### config.mk
export PLATFORM = sky130hd
export DESIGN_NAME = trigger_step_sequencer
export DESIGN_NICKNAME = d
export VERILOG_FILES = /design/src/logic/tss_pkg.sv /design/src/logic/tss_edge_detect.sv /design/src/logic/tss_step_queue.sv /design/src/logic/trigger_step_sequencer.sv
export SDC_FILE = /design/constraint.sdc
export NUM_CORES = 1
export LEC_CHECK = 0
export ABC_AREA = 1
export BUFFER_PORTS_ARGS = -buffer_cell sky130_fd_sc_hd__buf_2
export CAP_MARGIN = 20
export CELL_PAD_IN_SITES_DETAIL_PLACEMENT = 1
export CELL_PAD_IN_SITES_GLOBAL_PLACEMENT = 2
export CORE_MARGIN = 2
export CORE_UTILIZATION = 35
export CTS_CLUSTER_SIZE = 14
export DETAILED_ROUTE_END_ITERATION = 8
export HOLD_SLACK_MARGIN = 0.1
export PLACE_DENSITY = 0.82
export SYNTH_ARGS = -nofsm -noshare
export SYNTH_HDL_FRONTEND = slang
export SYNTH_HIERARCHICAL = 1
export SYNTH_SLANG_ARGS = --single-unit
### constraint.sdc
create_clock -name clock -period 4.5 [get_ports clock]
set_input_delay 0.9 -clock clock [delete_from_list [all_inputs] [get_ports clock]]
set_output_delay 0.9 -clock clock [all_outputs]
set_load 0.005 [all_outputs]
### src/logic/tss_pkg.sv
// Shared constants, register map and state types of the trigger step sequencer.
package tss_pkg;

  // Bus and data widths.
  localparam int unsigned PADDR_W    = 8;
  localparam int unsigned VAL_W      = 16;
  localparam int unsigned PTR_W      = 5;
  localparam int unsigned ADC_SEL_W  = 5;
  localparam int unsigned TRIG_IN_N  = 16;
  localparam int unsigned TRIG_OUT_N = 32;
  localparam int unsigned IRQ_N      = 16;
  localparam int unsigned QUE_WORDS  = 8;
  localparam int unsigned QUE_SLOTS  = 16;

  // Register byte offsets.
  localparam logic [PADDR_W-1:0] OFF_CTRL   = 8'h00;
  localparam logic [PADDR_W-1:0] OFF_PTR    = 8'h04;
  localparam logic [PADDR_W-1:0] OFF_ADJ    = 8'h08;
  localparam logic [PADDR_W-1:0] OFF_HOLD   = 8'h0C;
  localparam logic [PADDR_W-1:0] OFF_LIM0   = 8'h10;
  localparam logic [PADDR_W-1:0] OFF_LIM1   = 8'h14;
  localparam logic [PADDR_W-1:0] OFF_CNT0   = 8'h18;
  localparam logic [PADDR_W-1:0] OFF_CNT1   = 8'h1C;
  localparam logic [PADDR_W-1:0] OFF_ADCSEL = 8'h40;
  // Queue words sit at 0x20 + 4*x; bits 7:5 of the address pick the group.
  localparam logic [2:0]         QUE_GRP    = 3'h1;

  // Control register fields.
  localparam int unsigned CTRL_EN_BIT    = 0;
  localparam int unsigned CTRL_RUN_BIT   = 1;
  localparam int unsigned CTRL_STATE_LSB = 2;

  // Reset values.
  localparam logic [PTR_W-1:0]     PTR_RST  = 5'h00;
  localparam logic [VAL_W-1:0]     VAL_RST  = 16'h0000;
  localparam logic [ADC_SEL_W-1:0] ADC_RST  = 5'h00;

  // Command groups, taken from bits 7:5 of a step byte.
  localparam logic [2:0] GRP_CTRL_ADD = 3'h0;
  localparam logic [2:0] GRP_STRB     = 3'h1;
  localparam logic [2:0] GRP_WAIT     = 3'h2;
  localparam logic [2:0] GRP_IRQ      = 3'h3;
  localparam logic [2:0] GRP_TRIG     = 3'h4;
  localparam logic [2:0] GRP_JMP      = 3'h5;
  localparam logic [2:0] GRP_JC0      = 3'h6;
  localparam logic [2:0] GRP_JC1      = 3'h7;

  // Option codes of the control and arithmetic commands.
  localparam logic [3:0] OPT_CLR_CNT  = 4'h1;
  localparam logic [3:0] OPT_STOP     = 4'h2;
  localparam int unsigned OPT_COPY_BIT = 3;
  localparam logic [2:0] TGT_LIM0     = 3'h0;
  localparam logic [2:0] TGT_LIM1     = 3'h1;
  localparam logic [2:0] TGT_CNT0     = 3'h2;
  localparam logic [2:0] TGT_CNT1     = 3'h3;

  typedef enum logic [1:0] {
    ST_IDLE = 2'b00,
    ST_EXEC = 2'b01,
    ST_WAIT = 2'b10
  } tss_state_e;

  typedef struct packed {
    logic                  enable;
    logic                  run;
    logic                  busy;
    logic [PTR_W-1:0]      ptr;
    logic [VAL_W-1:0]      adj;
    logic [VAL_W-1:0]      hold;
    logic [VAL_W-1:0]      lim0;
    logic [VAL_W-1:0]      lim1;
    logic [VAL_W-1:0]      cnt0;
    logic [VAL_W-1:0]      cnt1;
    logic [ADC_SEL_W-1:0]  adcSel;
    logic [IRQ_N-1:0]      irq;
    logic [TRIG_OUT_N-1:0] trig;
    logic [31:0]           prdata;
    logic                  pready;
    logic                  pslverr;
    tss_state_e            state;
  } tss_core_s;

  typedef struct packed {
    logic [TRIG_IN_N-1:0] prev;
  } tss_edge_s;

  typedef struct packed {
    logic [QUE_SLOTS-1:0][7:0] slot;
  } tss_queue_s;

endpackage

### src/logic/tss_edge_detect.sv
// Rise and fall detection on the trigger inputs.
`timescale 1ns/1ns
module tss_edge_detect
  import tss_pkg::*;
(
  // Clock and reset.
  input  wire logic                 clock,
  input  wire logic                 srst,
  // Trigger levels and their edges.
  input  wire logic [TRIG_IN_N-1:0] sig,
  output logic      [TRIG_IN_N-1:0] rise,
  output logic      [TRIG_IN_N-1:0] fall
);

  tss_edge_s r_reg;
  tss_edge_s r_next;

  always_comb begin
    r_next.prev = sig;
    rise        = sig & ~r_reg.prev;
    fall        = ~sig & r_reg.prev;
  end

  // Previous level resets to zero, so an input high at release counts as a rise.
  always_ff @(posedge clock) begin
    if (srst) begin
      r_reg <= '0;
    end else begin
      r_reg <= r_next;
    end
  end

endmodule

### src/logic/tss_step_queue.sv
// Sixteen step-command bytes, written as eight 16-bit words.
`timescale 1ns/1ns
module tss_step_queue
  import tss_pkg::*;
(
  // Clock.
  input  wire logic        clock,
  // Word write port.
  input  wire logic        wrEn,
  input  wire logic [2:0]  wrIdx,
  input  wire logic [15:0] wrData,
  // Read ports.
  input  wire logic [2:0]  rdIdx,
  output logic      [15:0] rdWord,
  input  wire logic [3:0]  stepIdx,
  output logic      [7:0]  stepByte
);

  tss_queue_s r_reg;
  tss_queue_s r_next;

  always_comb begin
    r_next = r_reg;
    for (int w = 0; w < QUE_WORDS; w++) begin
      if (wrEn && (wrIdx == 3'(w))) begin
        r_next.slot[2*w]   = wrData[7:0];
        r_next.slot[2*w+1] = wrData[15:8];
      end
    end
    rdWord   = {r_reg.slot[{rdIdx, 1'b1}], r_reg.slot[{rdIdx, 1'b0}]};
    stepByte = r_reg.slot[stepIdx];
  end

  // No reset here: the program survives every reset source.
  always_ff @(posedge clock) begin
    r_reg <= r_next;
  end

endmodule

### src/logic/trigger_step_sequencer.sv
// Trigger step sequencer: APB registers, step decode and execution.
//
// Local design decisions: the APB register port and the placing of the registers.
`timescale 1ns/1ns
module trigger_step_sequencer
  import tss_pkg::*;
(
  // Clock and reset.
  input  wire logic                  clock,
  input  wire logic                  srst,
  // APB slave.
  input  wire logic                  psel,
  input  wire logic                  penable,
  input  wire logic                  pwrite,
  input  wire logic [PADDR_W-1:0]    paddr,
  input  wire logic [31:0]           pwdata,
  output logic      [31:0]           prdata,
  output logic                       pready,
  output logic                       pslverr,
  // Trigger sources and consumers.
  input  wire logic [TRIG_IN_N-1:0]  trigIn,
  output logic      [TRIG_OUT_N-1:0] trigOut,
  output logic      [IRQ_N-1:0]      irqOut,
  output logic      [ADC_SEL_W-1:0]  adcChannelSelect,
  output logic                       busy
);

  tss_core_s r_reg;
  tss_core_s r_next;

  logic                 running;
  logic [7:0]           stepByte;
  logic [3:0]           cmd;
  logic [3:0]           opt;
  logic [PTR_W-1:0]     target;
  logic [PTR_W-1:0]     ptrInc;
  logic [TRIG_IN_N-1:0] rise;
  logic [TRIG_IN_N-1:0] fall;
  logic                 qWrEn;
  logic [15:0]          qRdWord;
  logic                 qHit;
  logic                 mapped;
  logic [31:0]          rdMux;
  logic                 setupPh;
  logic                 accessPh;
  logic [VAL_W-1:0]     operand;
  logic [VAL_W-1:0]     tgtOld;
  logic [VAL_W-1:0]     tgtNew;

  tss_edge_detect u_edge (
    .clock (clock),
    .srst  (srst),
    .sig   (trigIn),
    .rise  (rise),
    .fall  (fall)
  );

  tss_step_queue u_queue (
    .clock    (clock),
    .wrEn     (qWrEn),
    .wrIdx    (paddr[4:2]),
    .wrData   (pwdata[15:0]),
    .rdIdx    (paddr[4:2]),
    .rdWord   (qRdWord),
    .stepIdx  (r_reg.ptr[3:0]),
    .stepByte (stepByte)
  );

  assign running  = r_reg.enable & r_reg.run;
  assign cmd      = stepByte[7:4];
  assign opt      = stepByte[3:0];
  assign target   = {cmd[0], opt};
  assign ptrInc   = r_reg.ptr + PTR_W'(1);
  assign setupPh  = psel & ~penable;
  assign accessPh = psel & penable & r_reg.pready;
  assign qHit     = (paddr[7:5] == QUE_GRP) && (paddr[1:0] == 2'h0);

  // Add and copy share one target decode; bit 3 of the option picks copy.
  always_comb begin
    operand = opt[OPT_COPY_BIT] ? r_reg.hold : r_reg.adj;
    unique case (opt[2:0])
      TGT_LIM0: tgtOld = r_reg.lim0;
      TGT_LIM1: tgtOld = r_reg.lim1;
      TGT_CNT0: tgtOld = r_reg.cnt0;
      TGT_CNT1: tgtOld = r_reg.cnt1;
      default:  tgtOld = VAL_RST;
    endcase
    tgtNew = opt[OPT_COPY_BIT] ? operand : VAL_W'(tgtOld + operand);
  end

  // Read decode; the value is captured in the setup cycle.
  always_comb begin
    mapped = 1'b1;
    rdMux  = 32'h00000000;
    if (qHit) begin
      rdMux = {16'h0000, qRdWord};
    end else begin
      unique case (paddr)
        OFF_CTRL:   rdMux = {28'h0000000, r_reg.state, r_reg.run, r_reg.enable};
        OFF_PTR:    rdMux = {27'h0000000, r_reg.ptr};
        OFF_ADJ:    rdMux = {16'h0000, r_reg.adj};
        OFF_HOLD:   rdMux = {16'h0000, r_reg.hold};
        OFF_LIM0:   rdMux = {16'h0000, r_reg.lim0};
        OFF_LIM1:   rdMux = {16'h0000, r_reg.lim1};
        OFF_CNT0:   rdMux = {16'h0000, r_reg.cnt0};
        OFF_CNT1:   rdMux = {16'h0000, r_reg.cnt1};
        OFF_ADCSEL: rdMux = {27'h0000000, r_reg.adcSel};
        default:    mapped = 1'b0;
      endcase
    end
  end

  always_comb begin
    r_next         = r_reg;
    r_next.irq     = '0;
    r_next.trig    = '0;
    r_next.pready  = 1'b0;
    r_next.pslverr = 1'b0;
    qWrEn          = 1'b0;

    // One step per clock; a wait holds the pointer in place.
    if (running) begin
      r_next.state = ST_EXEC;
      r_next.ptr   = ptrInc;
      unique case (cmd[3:1])
        GRP_CTRL_ADD: begin
          if (cmd[0]) begin
            if (opt[2:0] == TGT_LIM0) r_next.lim0 = tgtNew;
            if (opt[2:0] == TGT_LIM1) r_next.lim1 = tgtNew;
            if (opt[2:0] == TGT_CNT0) r_next.cnt0 = tgtNew;
            if (opt[2:0] == TGT_CNT1) r_next.cnt1 = tgtNew;
          end else if (opt == OPT_CLR_CNT) begin
            r_next.cnt0 = VAL_RST;
            r_next.cnt1 = VAL_RST;
          end else if (opt == OPT_STOP) begin
            r_next.run = 1'b0;
          end
        end
        GRP_STRB: begin
          r_next.adcSel = target;
        end
        GRP_WAIT: begin
          if (cmd[0] ? !fall[opt] : !rise[opt]) begin
            r_next.ptr   = r_reg.ptr;
            r_next.state = ST_WAIT;
          end
        end
        GRP_IRQ: begin
          // Code 0110 falls through with only the pointer advance.
          if (cmd[0]) r_next.irq[opt] = 1'b1;
        end
        GRP_TRIG: begin
          r_next.trig[target] = 1'b1;
        end
        GRP_JMP: begin
          r_next.ptr = target;
        end
        GRP_JC0: begin
          if (r_reg.cnt0 != r_reg.lim0) begin
            r_next.cnt0 = r_reg.cnt0 + VAL_W'(1);
            r_next.ptr  = target;
          end
        end
        GRP_JC1: begin
          if (r_reg.cnt1 != r_reg.lim1) begin
            r_next.cnt1 = r_reg.cnt1 + VAL_W'(1);
            r_next.ptr  = target;
          end
        end
      endcase
    end else begin
      r_next.state = ST_IDLE;
    end

    // Bus answer is prepared in setup so the access phase ends at once.
    if (setupPh) begin
      r_next.prdata  = rdMux;
      r_next.pready  = 1'b1;
      r_next.pslverr = ~mapped;
    end

    // Software writes other than the pointer and the queue land after the step so they win a same-cycle clash.
    if (accessPh && pwrite) begin
      if (qHit) begin
        qWrEn = ~running;
      end else begin
        unique case (paddr)
          OFF_CTRL: begin
            r_next.enable = pwdata[CTRL_EN_BIT];
            r_next.run    = pwdata[CTRL_RUN_BIT];
          end
          OFF_PTR: begin
            if (!running) r_next.ptr = pwdata[PTR_W-1:0];
          end
          OFF_ADJ:  r_next.adj  = pwdata[VAL_W-1:0];
          OFF_HOLD: r_next.hold = pwdata[VAL_W-1:0];
          OFF_LIM0: r_next.lim0 = pwdata[VAL_W-1:0];
          OFF_LIM1: r_next.lim1 = pwdata[VAL_W-1:0];
          OFF_CNT0: r_next.cnt0 = pwdata[VAL_W-1:0];
          OFF_CNT1: r_next.cnt1 = pwdata[VAL_W-1:0];
          default: begin
          end
        endcase
      end
    end

    // Busy is registered from the next state so the pin comes straight from a flop.
    r_next.busy = r_next.enable & r_next.run;
  end

  always_ff @(posedge clock) begin
    if (srst) begin
      r_reg         <= '0;
      r_reg.ptr     <= PTR_RST;
      r_reg.adcSel  <= ADC_RST;
      r_reg.state   <= ST_IDLE;
    end else begin
      r_reg <= r_next;
    end
  end

  assign prdata           = r_reg.prdata;
  assign pready           = r_reg.pready;
  assign pslverr          = r_reg.pslverr;
  assign trigOut          = r_reg.trig;
  assign irqOut           = r_reg.irq;
  assign adcChannelSelect = r_reg.adcSel;
  assign busy             = r_reg.busy;

  // A new address in the next cycle legitimately changes the read word.
  a_queue_write_lock: assert property (
    @(posedge clock) disable iff (srst)
    (running && accessPh && pwrite && qHit)
    |=> (qRdWord == $past(qRdWord)) || $changed(paddr))
    else $error("Queue written while sequencer runs.");

  a_ptr_write_lock: assert property (
    @(posedge clock) disable iff (srst)
    (running && cmd == 4'h4 && !rise[opt] && accessPh && pwrite && paddr == OFF_PTR)
    |=> r_reg.ptr == $past(r_reg.ptr))
    else $error("Pointer write took effect while running.");

  a_strobe_adc_sel: assert property (
    @(posedge clock) disable iff (srst)
    (running && cmd[3:1] == GRP_STRB) |=> adcChannelSelect == $past(target))
    else $error("Channel select not loaded by strobe step.");

  a_wait_rise_hold: assert property (
    @(posedge clock) disable iff (srst)
    (running && cmd == 4'h4 && !rise[opt]) |=> r_reg.ptr == $past(r_reg.ptr))
    else $error("Rise wait advanced without an edge.");

  a_wait_fall_go: assert property (
    @(posedge clock) disable iff (srst)
    (running && cmd == 4'h5 && fall[opt] && !(accessPh && pwrite))
    |=> r_reg.ptr == $past(ptrInc))
    else $error("Fall wait did not advance on the edge.");

  a_reserved_nop: assert property (
    @(posedge clock) disable iff (srst)
    (running && cmd == 4'h6 && !(accessPh && pwrite))
    |=> (r_reg.ptr == $past(ptrInc)) && (irqOut == '0) && (trigOut == '0))
    else $error("Reserved step did more than advance.");

  a_irq_pulse_one: assert property (
    @(posedge clock) disable iff (srst)
    (running && cmd == 4'h7) |=> (irqOut == (IRQ_N'(1) << $past(opt)))
    ##1 (!irqOut[$past(opt, 2)] || $past(running && cmd == 4'h7)))
    else $error("Interrupt pulse wrong or too long.");

  a_trig_out_pulse: assert property (
    @(posedge clock) disable iff (srst)
    (running && cmd[3:1] == GRP_TRIG) |=> $onehot(trigOut) && trigOut[$past(target)])
    else $error("Trigger output pulse wrong.");

  a_jump_loads_ptr: assert property (
    @(posedge clock) disable iff (srst)
    (running && cmd[3:1] == GRP_JMP) |=> r_reg.ptr == $past(target))
    else $error("Jump did not load the pointer.");

  a_loop0_limit: assert property (
    @(posedge clock) disable iff (srst)
    (running && cmd[3:1] == GRP_JC0 && r_reg.cnt0 != r_reg.lim0 && !(accessPh && pwrite))
    |=> (r_reg.cnt0 == $past(r_reg.cnt0) + VAL_W'(1)) && (r_reg.ptr == $past(target)))
    else $error("Loop 0 jump wrong.");

  a_loop1_at_limit: assert property (
    @(posedge clock) disable iff (srst)
    (running && cmd[3:1] == GRP_JC1 && r_reg.cnt1 == r_reg.lim1 && !(accessPh && pwrite))
    |=> (r_reg.ptr == $past(ptrInc)) && $stable(r_reg.cnt1))
    else $error("Loop 1 at limit did not just advance.");

  a_ptr_idle_hold: assert property (
    @(posedge clock) disable iff (srst)
    (!running && !(accessPh && pwrite && paddr == OFF_PTR))
    |=> r_reg.ptr == $past(r_reg.ptr))
    else $error("Pointer moved while the sequencer was idle.");

  a_ptr_step_inc: assert property (
    @(posedge clock) disable iff (srst)
    (running && (cmd[3:1] == GRP_STRB || cmd[3:1] == GRP_TRIG || cmd == 4'h7))
    |=> r_reg.ptr == $past(ptrInc))
    else $error("Pointer did not advance after a step.");

  a_clear_counters: assert property (
    @(posedge clock) disable iff (srst)
    (running && cmd == 4'h0 && opt == OPT_CLR_CNT && !(accessPh && pwrite))
    |=> (r_reg.cnt0 == VAL_RST) && (r_reg.cnt1 == VAL_RST))
    else $error("Counter clear step left a counter set.");

  a_stop_clears_run: assert property (
    @(posedge clock) disable iff (srst)
    (running && cmd == 4'h0 && opt == OPT_STOP && !(accessPh && pwrite))
    |=> !busy && (r_reg.ptr == $past(ptrInc)))
    else $error("Stop step did not halt the sequencer.");

  a_add_adjust: assert property (
    @(posedge clock) disable iff (srst)
    (running && cmd == 4'h1 && opt == {1'b0, TGT_CNT0} && !(accessPh && pwrite))
    |=> r_reg.cnt0 == VAL_W'($past(r_reg.cnt0) + $past(r_reg.adj)))
    else $error("Add step gave a wrong counter value.");

  a_copy_hold: assert property (
    @(posedge clock) disable iff (srst)
    (running && cmd == 4'h1 && opt == {1'b1, TGT_LIM0} && !(accessPh && pwrite))
    |=> r_reg.lim0 == $past(r_reg.hold))
    else $error("Copy step did not load the hold value.");

  a_wait_fall_hold: assert property (
    @(posedge clock) disable iff (srst)
    (running && cmd == 4'h5 && !fall[opt]) |=> r_reg.ptr == $past(r_reg.ptr))
    else $error("Fall wait advanced without an edge.");

endmodule

==> results.md, run 1 <==
* Hpwl dp at between 50 and 60 mm
* Nets at approximately 2900
* CTS tree: built
* Num rows at 87
* Finished Cell Area at 22100 µm²
* Cell variety after synth at 56
* Total of max-cap violations at 0
* Peak VDD IR at between 0.0002 and 0.0003 V
* Clk_lat worst skew at just under 600 ps
* Fill cells at between 7000 and 8000
* Vias per std cell at 5.45
* Hold Fails Final Rpt at 0
* Worst setup EP type: register
* Gr usage total at roughly 27%
* First-pass GRT wire length at roughly 120 mm
* Footprint of the multi-input gates at 9390 µm²
* Initial Util at between 30% and 40%
* Grt ovf at 0
* Clock Pin Slew Worst Setup and Hold Paths at approximately 60 ps
* # IOs at ~150
* CTS Buf Count at 41
* Largest register FFs at between 100 and 150
* Critical path data arrival time at around 4700 ps
* RePlAce Congestion at around 0.91
* Most common cell after layout, fill and taps aside: nand2_1
* Area of the core at roughly 56000 µm²
* Die height at 243 µm
* WS Path Type: reg -> reg
* Deepest clock path buffer count at 3
* Worst-margin pin slew at 892 ps
* Initial antenna violation count at 4
* CTS root buf: clkbuf_16
* Ys Warns at 6
* Via count at ~20000
* Routed Antenna Nets at 0
* Final wirelength at between 80 and 90 mm
* Final-report setup violation count at 0
* Worst Path Required at 4970 ps
* Leak at ~9 nW
* Cells after synthesis at roughly 2800
* DR WL/cell at ~23 µm
* Final Critical Period at about 4200 ps
* Worst hold path class: reg -> reg
* Die Width at 243 µm
* Area after DPL at approximately 21000 µm²
* Rel. slew slack at 40.5%
* Largest net degree at the start of global routing at 92
* Register area share after synthesis at between 30% and 40%
* H-tree depth at 2
* Cell Area, Synth at around 20000 µm²
* Vias in the first global route at 20100
* Drc violations at 0
* Total area of sequential cells at between 7000 and 8000 µm²
* Leading post-synthesis cells by cell area: dfxtp_1 19%, edfxtp_1 19%, nand2_1 11%
* DRT iter0 DRCs at around 1400
* Final Max Tran Viols at 0
* CP startpoint kind: register
* Commonest cells after routing, fill and taps aside: 597 x nand2_1, 344 x inv_1, 267 x a21oi_1
* Clock sink count at 321
* Number of port buffers at ~120
* Fraction of layout cells with a size suffix above 1 at between 10% and 20%
* P per Cell Area at 310 nW/µm²
* Max Clock Freq at 236 MHz
* Layout Skew at 16.3 ps
* Number of synthesized register bits at around 320
* Die Area at approximately 59000 µm²
* RSZ-0062 raised after global routing: false
* Tot Pwr at 6.87 mW
* Biggest area consumer among synthesized cells: dfxtp_1
* Mean post-synth cell area at 7.17 µm²
* Area delta synth->final at 10.5%
* Crit path max fanout at 22
* Fin util at a little under 40%
* Outcome: finished, final reports clean
* Post-synth top area share at between 10% and 20%
* Fin Hold WS at 483 ps
* 1st-pass router iterations at 6
* Fin crit share at a little over nine tenths
critical path, cell delays in order, from the launching register on:
cell	delay (ps)
dfxtp_1	480
buf_8	230
nand3_1	100
nand3_1	100
nand3_1	110
nand2_2	260
inv_2	130
nand3_1	160
inv_2	80
buf_12	170
a22oi_1	160
o221ai_1	210
ha_1	410
nand2_1	70
inv_1	140
nand2_1	90
o21ai_2	270
nand2_1	110
nand2_1	70
nand2_1	40
nand2_1	170
nand2_1	100
nand3_1	120
nand2_1	70
nand2_1	60
nand2_1	50
nand2_1	60
a21oi_1	60
report_power, final:
group          total [mW]  leakage, nW  switching (mW)  internal, mW
Clock                3.50        0.705            1.46          2.04
Sequential           3.05         2.71          0.0109          3.04
Combinational       0.321         5.84           0.241        0.0806
Total                6.87         9.26            1.72          5.15
Yosys cell counts, drive strengths merged:
library cell / number
clkbuf: 35
buf: 219
o22ai: 18
inv: 375
edfxtp: 128
a22oi: 34
o21ai: 254
a41oi: 1
nand2: 609
a21oi: 276
o2111ai: 3
nand3b: 7
nor4: 10
a211oi: 26
a31o: 5
a31oi: 11
mux2i: 1
ha: 18
nor3: 18
and2: 1
a21boi: 1
fa: 1
xnor2: 29
a221oi: 7
o211ai: 28
o31ai: 1
conb: 1
o21bai: 1
nor2: 241
xor2: 30
nand3: 175
dfxtp: 193
o221ai: 20
nand4: 16
logic make-up after synthesis:
logic type                 count (synthesis)  synth area share, %
DFF                                      321                 38.5
AOI/OAI and AO/OA                        686                 19.4
and+or+nand+nor                         1077                 22.9
xor gates and xnor gates                  59                 2.58
other                                      1               0.0187
muxes                                      1               0.0500
buffers and inverters                    629                 15.3
adders and majority gates                 19                 1.22
routing by layer:
metal	GRT usage [%]	share of wire, %
met1	33.3	42
met2	47.1	49
met3	4.06	5.6
met4	10.7	3.8
met5	0	0
through the flow:
stage	cells	setup TNS (ps)	worst slack, ps
2_1_floorplan	2808	0	759
3_3_place_gp	3504	0	65.9
3_5_place_dp	3504	-2.09	-2.09
4_1_cts	3579	0	27.3
5_1_grt	3579	0	31.7
6_report	3581	0	265
path summary, 6_finish.rpt:
kind,depth (start not counted),to,slack (ps),from
worst max-delay path,27,r_reg[101],260,r_reg[186]
worst min-delay path,2,adcChannelSelect[2],480,adcChannelSelect[2]
worst min register to register,2,adcChannelSelect[2],480,adcChannelSelect[2]
worst max register to register,27,r_reg[101],260,r_reg[186]
what timing repair did:
item                                    CTS  global route
resized for setup                         1            16
hold endpoints to repair                  0             0
hold buffers                              0             0
endpoints found under the setup margin    4            42
setup buffers                             0             0
area by class of cell:
type                       instances  area share [%]
sequential                       321            34.8
multi-input combinational       1858            42.4
inverter                         375            6.37
timing repair buffer             194            5.65
clock inverter                    26            1.24
clock buffer                      49            5.20
antenna                            2          0.0226
tap                              756            4.27
Note: power is estimated with default switching activity, not from simulation.
==> inputs of run 2 (changes only) <==
Settings changed: ABC_AREA 1 to not set, CORE_UTILIZATION 35 to 40, CTS_CLUSTER_SIZE 14 to not set, PLACE_DENSITY 0.82 to 0.83.
==> run 2 against run 1 <==
Net effect: worst setup slack worse by 180 ps; clock-buffer cell count rose by 6; via count fell by 20%; fmax shrank 4.1%; power fell by 4.2%; area after synthesis shrank 9.0%; utilization rose by 8.1 points; hold slack better by 1.5 ps; sequential power about the same; critical path depth down 11; global-route usage rose by 1.9 points.
==> results.md, run 2 <==
* Ys flop type: dfxtp_1 (unchanged)
* Gr usage total at 28.9% (was 27.0%)
* Psw at 1.48 mW (was 1.72 mW)
* Worst path depth at 16 (was 27)
* CP startpoint kind: register (unchanged)
* Fin util at 47.3% (was 39.2%)
* DR WL/cell at 27.0 µm (was 22.8 µm)
* Worst-margin pin slew at 1100 ps (was 892 ps)
* Number of synthesized register bits at 321 (unchanged)
* Critical path destination: r_reg[117] (was r_reg[101])
* Critical R2R Launch: r_reg[186] (unchanged)
* Gate power share at 4.1% (was 4.7%)
* Slowest stage cell, crit path: mux4_2 (was dfxtp_1)
* Drc violations at 0 (unchanged)
* P per Cell Area at 308 nW/µm² (was 310 nW/µm²)
* # IOs at 149 (unchanged)
* Peak VDD IR at 0.000353 V (was 0.000295 V)
* Initial antenna violation count at 2 (was 4)
* Rel. slew slack at 26.6% (was 40.5%)
* Leak at 7.94 nW (was 9.26 nW)
* Post-synth EDFFs at 128 (unchanged)
* Mean post-synth cell area at 10.2 µm² (was 7.17 µm²)
* Area of the core at 45200 µm² (was 56500 µm²)
* Hold Fails Final Rpt at 0 (unchanged)
* Sequential share of power at 46.3% (was 44.3%)
* Cells after synthesis at 1788 (was 2793)
* RSZ-0062 raised after global routing: true (was false)
* Top post-synthesis cells by count: 193 x dfxtp_1, 183 x nor2_1, 174 x nand2_1 (was 602 x nand2_1, 346 x inv_1, 267 x a21oi_1)
* Clk pwr share at 49.6% (was 51.0%)
* H-tree depth at 2 (unchanged)
* Num rows at 78 (was 87)
* Nets at 2005 (was 2871)
* Final Non-Filler Cells at 2554 (was 3581)
* Crit path max fanout at 9 (was 22)
* 1st-pass router iterations at 7 (was 6)
* CTS tree: built (unchanged)
* Crit. Startpoint: r_reg[186] (unchanged)
* Die height at 217 µm (was 243 µm)
* Worst path cell trace: buf_6, mux4_2, a22oi_2, nand2_4, buf_12, mux4_2, and2_1, ha_1, a2111o_1, a31oi_4, o21ai_2, o41ai_2, mux2i_1, buf_4, a2111o_1, a211oi_2
* Synth Area in Adders at 1.35% (was 1.22%)
* P_int at 5.10 mW (was 5.15 mW)
* Worst setup EP type: register (unchanged)
* Die Area at 47300 µm² (was 59200 µm²)
* Routed Antenna Nets at 0 (unchanged)
* Via count at 15600 (was 19500)
* Fraction of registers with async set/reset at 0% (unchanged)
* Fin crit share at 98.2% (was 94.1%)
* Final Critical Period at 4420 ps (was 4240 ps)
* Cell Area, Synth at 18200 µm² (was 20000 µm²)
* Total of max-cap violations at 0 (unchanged)
* Vias per std cell at 6.12 (was 5.45)
* CTS Buf Count at 39 (was 41)
* Ys Warns at 6 (unchanged)
* RePlAce Congestion at 0.970 (was 0.908)
* First-pass GRT wire length at 102 mm (was 122 mm)
* Worst Path Required at 4990 ps (was 4970 ps)
* Switching share of power at 22.5% (was 25.0%)
* Count leader, synth: dfxtp_1 (was nand2_1)
* CTS root buf: clkbuf_16 (unchanged)
* Register area share after synthesis at 42.3% (was 38.5%)
* Most common cell after layout, fill and taps aside: dfxtp_1 (was nand2_1)
* Biggest area consumer among synthesized cells: dfxtp_1 (unchanged)
* Largest family of logic cells by synthesized area: simple AND/OR/NAND/NOR gates (unchanged)
* Grt ovf at 0 (unchanged)
* Area after DPL at 19800 µm² (was 20600 µm²)
* M3 GR Usage at 5.82% (was 4.06%)
* Grt met1 use at 38.8% (was 33.3%)
* Leading post-synthesis cells by cell area: dfxtp_1 21%, edfxtp_1 21%, mux4_2 6.2% (was dfxtp_1 19%, edfxtp_1 19%, nand2_1 11%)
* Clk_lat worst skew at 590 ps (was 580 ps)
* Deepest clock path buffer count at 3 (unchanged)
* Final wirelength at 68.9 mm (was 81.6 mm)
* Post-synth top area share at 21.2% (was 19.3%)
* Worst hold path class: reg -> reg (unchanged)
* Outcome: finished, final reports clean (unchanged)
* Multiplexer area fraction after synthesis at 14.1% (was 0.0500%)
* Worst path bufs/invs at 3 (was 5)
* Cell variety after synth at 92 (was 56)
* CP peak stage delay at 510 ps (was 480 ps)
* Hpwl dp at 52.3 mm (was 59.3 mm)
* Setup TNS at 0 ps (unchanged)
* Area delta synth->final at 17.2% (was 10.5%)
* Finished Cell Area at 21400 µm² (was 22100 µm²)
* Post-Synth Simple-Gate Area at 16.8% (was 22.9%)
* Commonest cells after routing, fill and taps aside: 191 x dfxtp_1, 183 x nor2_1, 177 x buf_4 (was 597 x nand2_1, 344 x inv_1, 267 x a21oi_1)
* Placed Cells at 2478 (was 3504)
* Clock sink count at 321 (unchanged)
* Vias in the first global route at 15900 (was 20100)
* Fraction of layout cells with a size suffix above 1 at 26.3% (was 13.2%)
* Die Width at 217 µm (was 243 µm)
* Clock Pin Slew Worst Setup and Hold Paths at 60 ps (about the same)
* Layout Skew at 28.6 ps (was 16.3 ps)
* Final-report setup violation count at 0 (unchanged)
* Final Max Tran Viols at 0 (unchanged)
* Most Used Layer, Global Route: met2 (unchanged)
* WS Path Type: reg -> reg (unchanged)
* N_diodes at 0 (was 2)
* Initial Util at 40.3% (was 35.5%)
* Hold path start: r_reg[174] (was adcChannelSelect[2])
* GR Util met2 at 46.5% (was 47.1%)
* Critical path data arrival time at 4910 ps (was 4700 ps)
* Max Clock Freq at 226 MHz (was 236 MHz)
* Fin Hold WS at 484 ps (was 483 ps)
* R2R Setup Slk at 80 ps (was 260 ps)
* CP top delay family: compound AO/OA/AOI/OAI gates (was simple AND/OR/NAND/NOR gates)
* DRT iter0 DRCs at 1495 (was 1437)
* Largest net degree at the start of global routing at 61 (was 92)
* Synth Area in Compound Gates at 15.7% (was 19.4%)
* Terminus of the critical flop-to-flop path: r_reg[117] (was r_reg[101])
* R2R depth at 16 (was 27)
* Number of port buffers at 116 (unchanged)
* Post-synthesis xor/xnor area fraction at 2.16% (was 2.58%)
* Largest register FFs at 128 (unchanged)
## run 2: cell types whose count changed after synthesis, moves of 52 or more
cell,previous run,this run
clkbuf_1,34,86
nand2_1,602,174
buf_2,91,22
a21oi_1,267,95
nand3_1,175,28
o21ai_0,211,40
inv_1,346,26
## run 2: tightest hold or removal path, delay by kind of cell (launching register included)
kind | cells | cell delay [ps]
DFF | 1 | 320
AOI/OAI and AO/OA | 1 | 50
and+or+nand+nor | 1 | 60
## run 2: worst min path at each step
stage / cells after the start / to
CTS: 2 / r_reg[179]
global placement: 2 / r_reg[179]
finish: 2 / r_reg[174]
detailed placement: 2 / r_reg[179]
global route: 2 / r_reg[182]
floorplan: 2 / r_reg[176]
## run 2: cells by family after synthesis
logic type / after synthesis
muxes: 132
and+or+nand+nor: 627
AOI/OAI and AO/OA: 397
other: 1
DFF: 321
buffers and inverters: 246
xor gates and xnor gates: 45
adders and majority gates: 19
## run 2: power by group through the flow
stage | Combinational (mW) | Sequential (mW) | Clock [mW]
CTS | 0.269 | 3.05 | 3.32
detailed placement | 0.268 | 3.11 | 0
global route | 0.289 | 3.05 | 3.44
finish | 0.270 | 3.05 | 3.26
global placement | 0.262 | 3.11 | 0
floorplan | 0.157 | 3.11 | 0
## run 2: what timing repair did
action                                  in CTS  in global routing
setup buffers                                1                  5
endpoints found under the setup margin      20                 30
pin swaps                                    3                  9
hold buffers                                 0                  0
gates resized for setup                     10                 19
## run 2: layout make-up
type | instances | area, µm²
Multi-Input combinational cell | 1236 | 9400
Tap cell | 600 | 751
Clock inverter | 15 | 225
Inverter | 26 | 97.6
Timing Repair Buffer | 301 | 2080
Fill cell | 4974 | 23800
Clock buffer | 55 | 1110
Sequential cell | 321 | 7710
## run 2: layer usage
metal	routed length (µm)	up-vias
met2	31900	710
met4	2310	0
met1	28400	7908
li1	-	6901
met5	0	-
met3	6330	123
## run 2: per-stage QoR
stage / worst slack (ps) / power (mW)
final: 82.0 / 6.58
after detailed placement: -314 / 3.38
after floorplan: 28.0 / 3.26
after CTS: 17.0 / 6.63
after global routing: -59.4 / 6.77
after global placement: -279 / 3.37
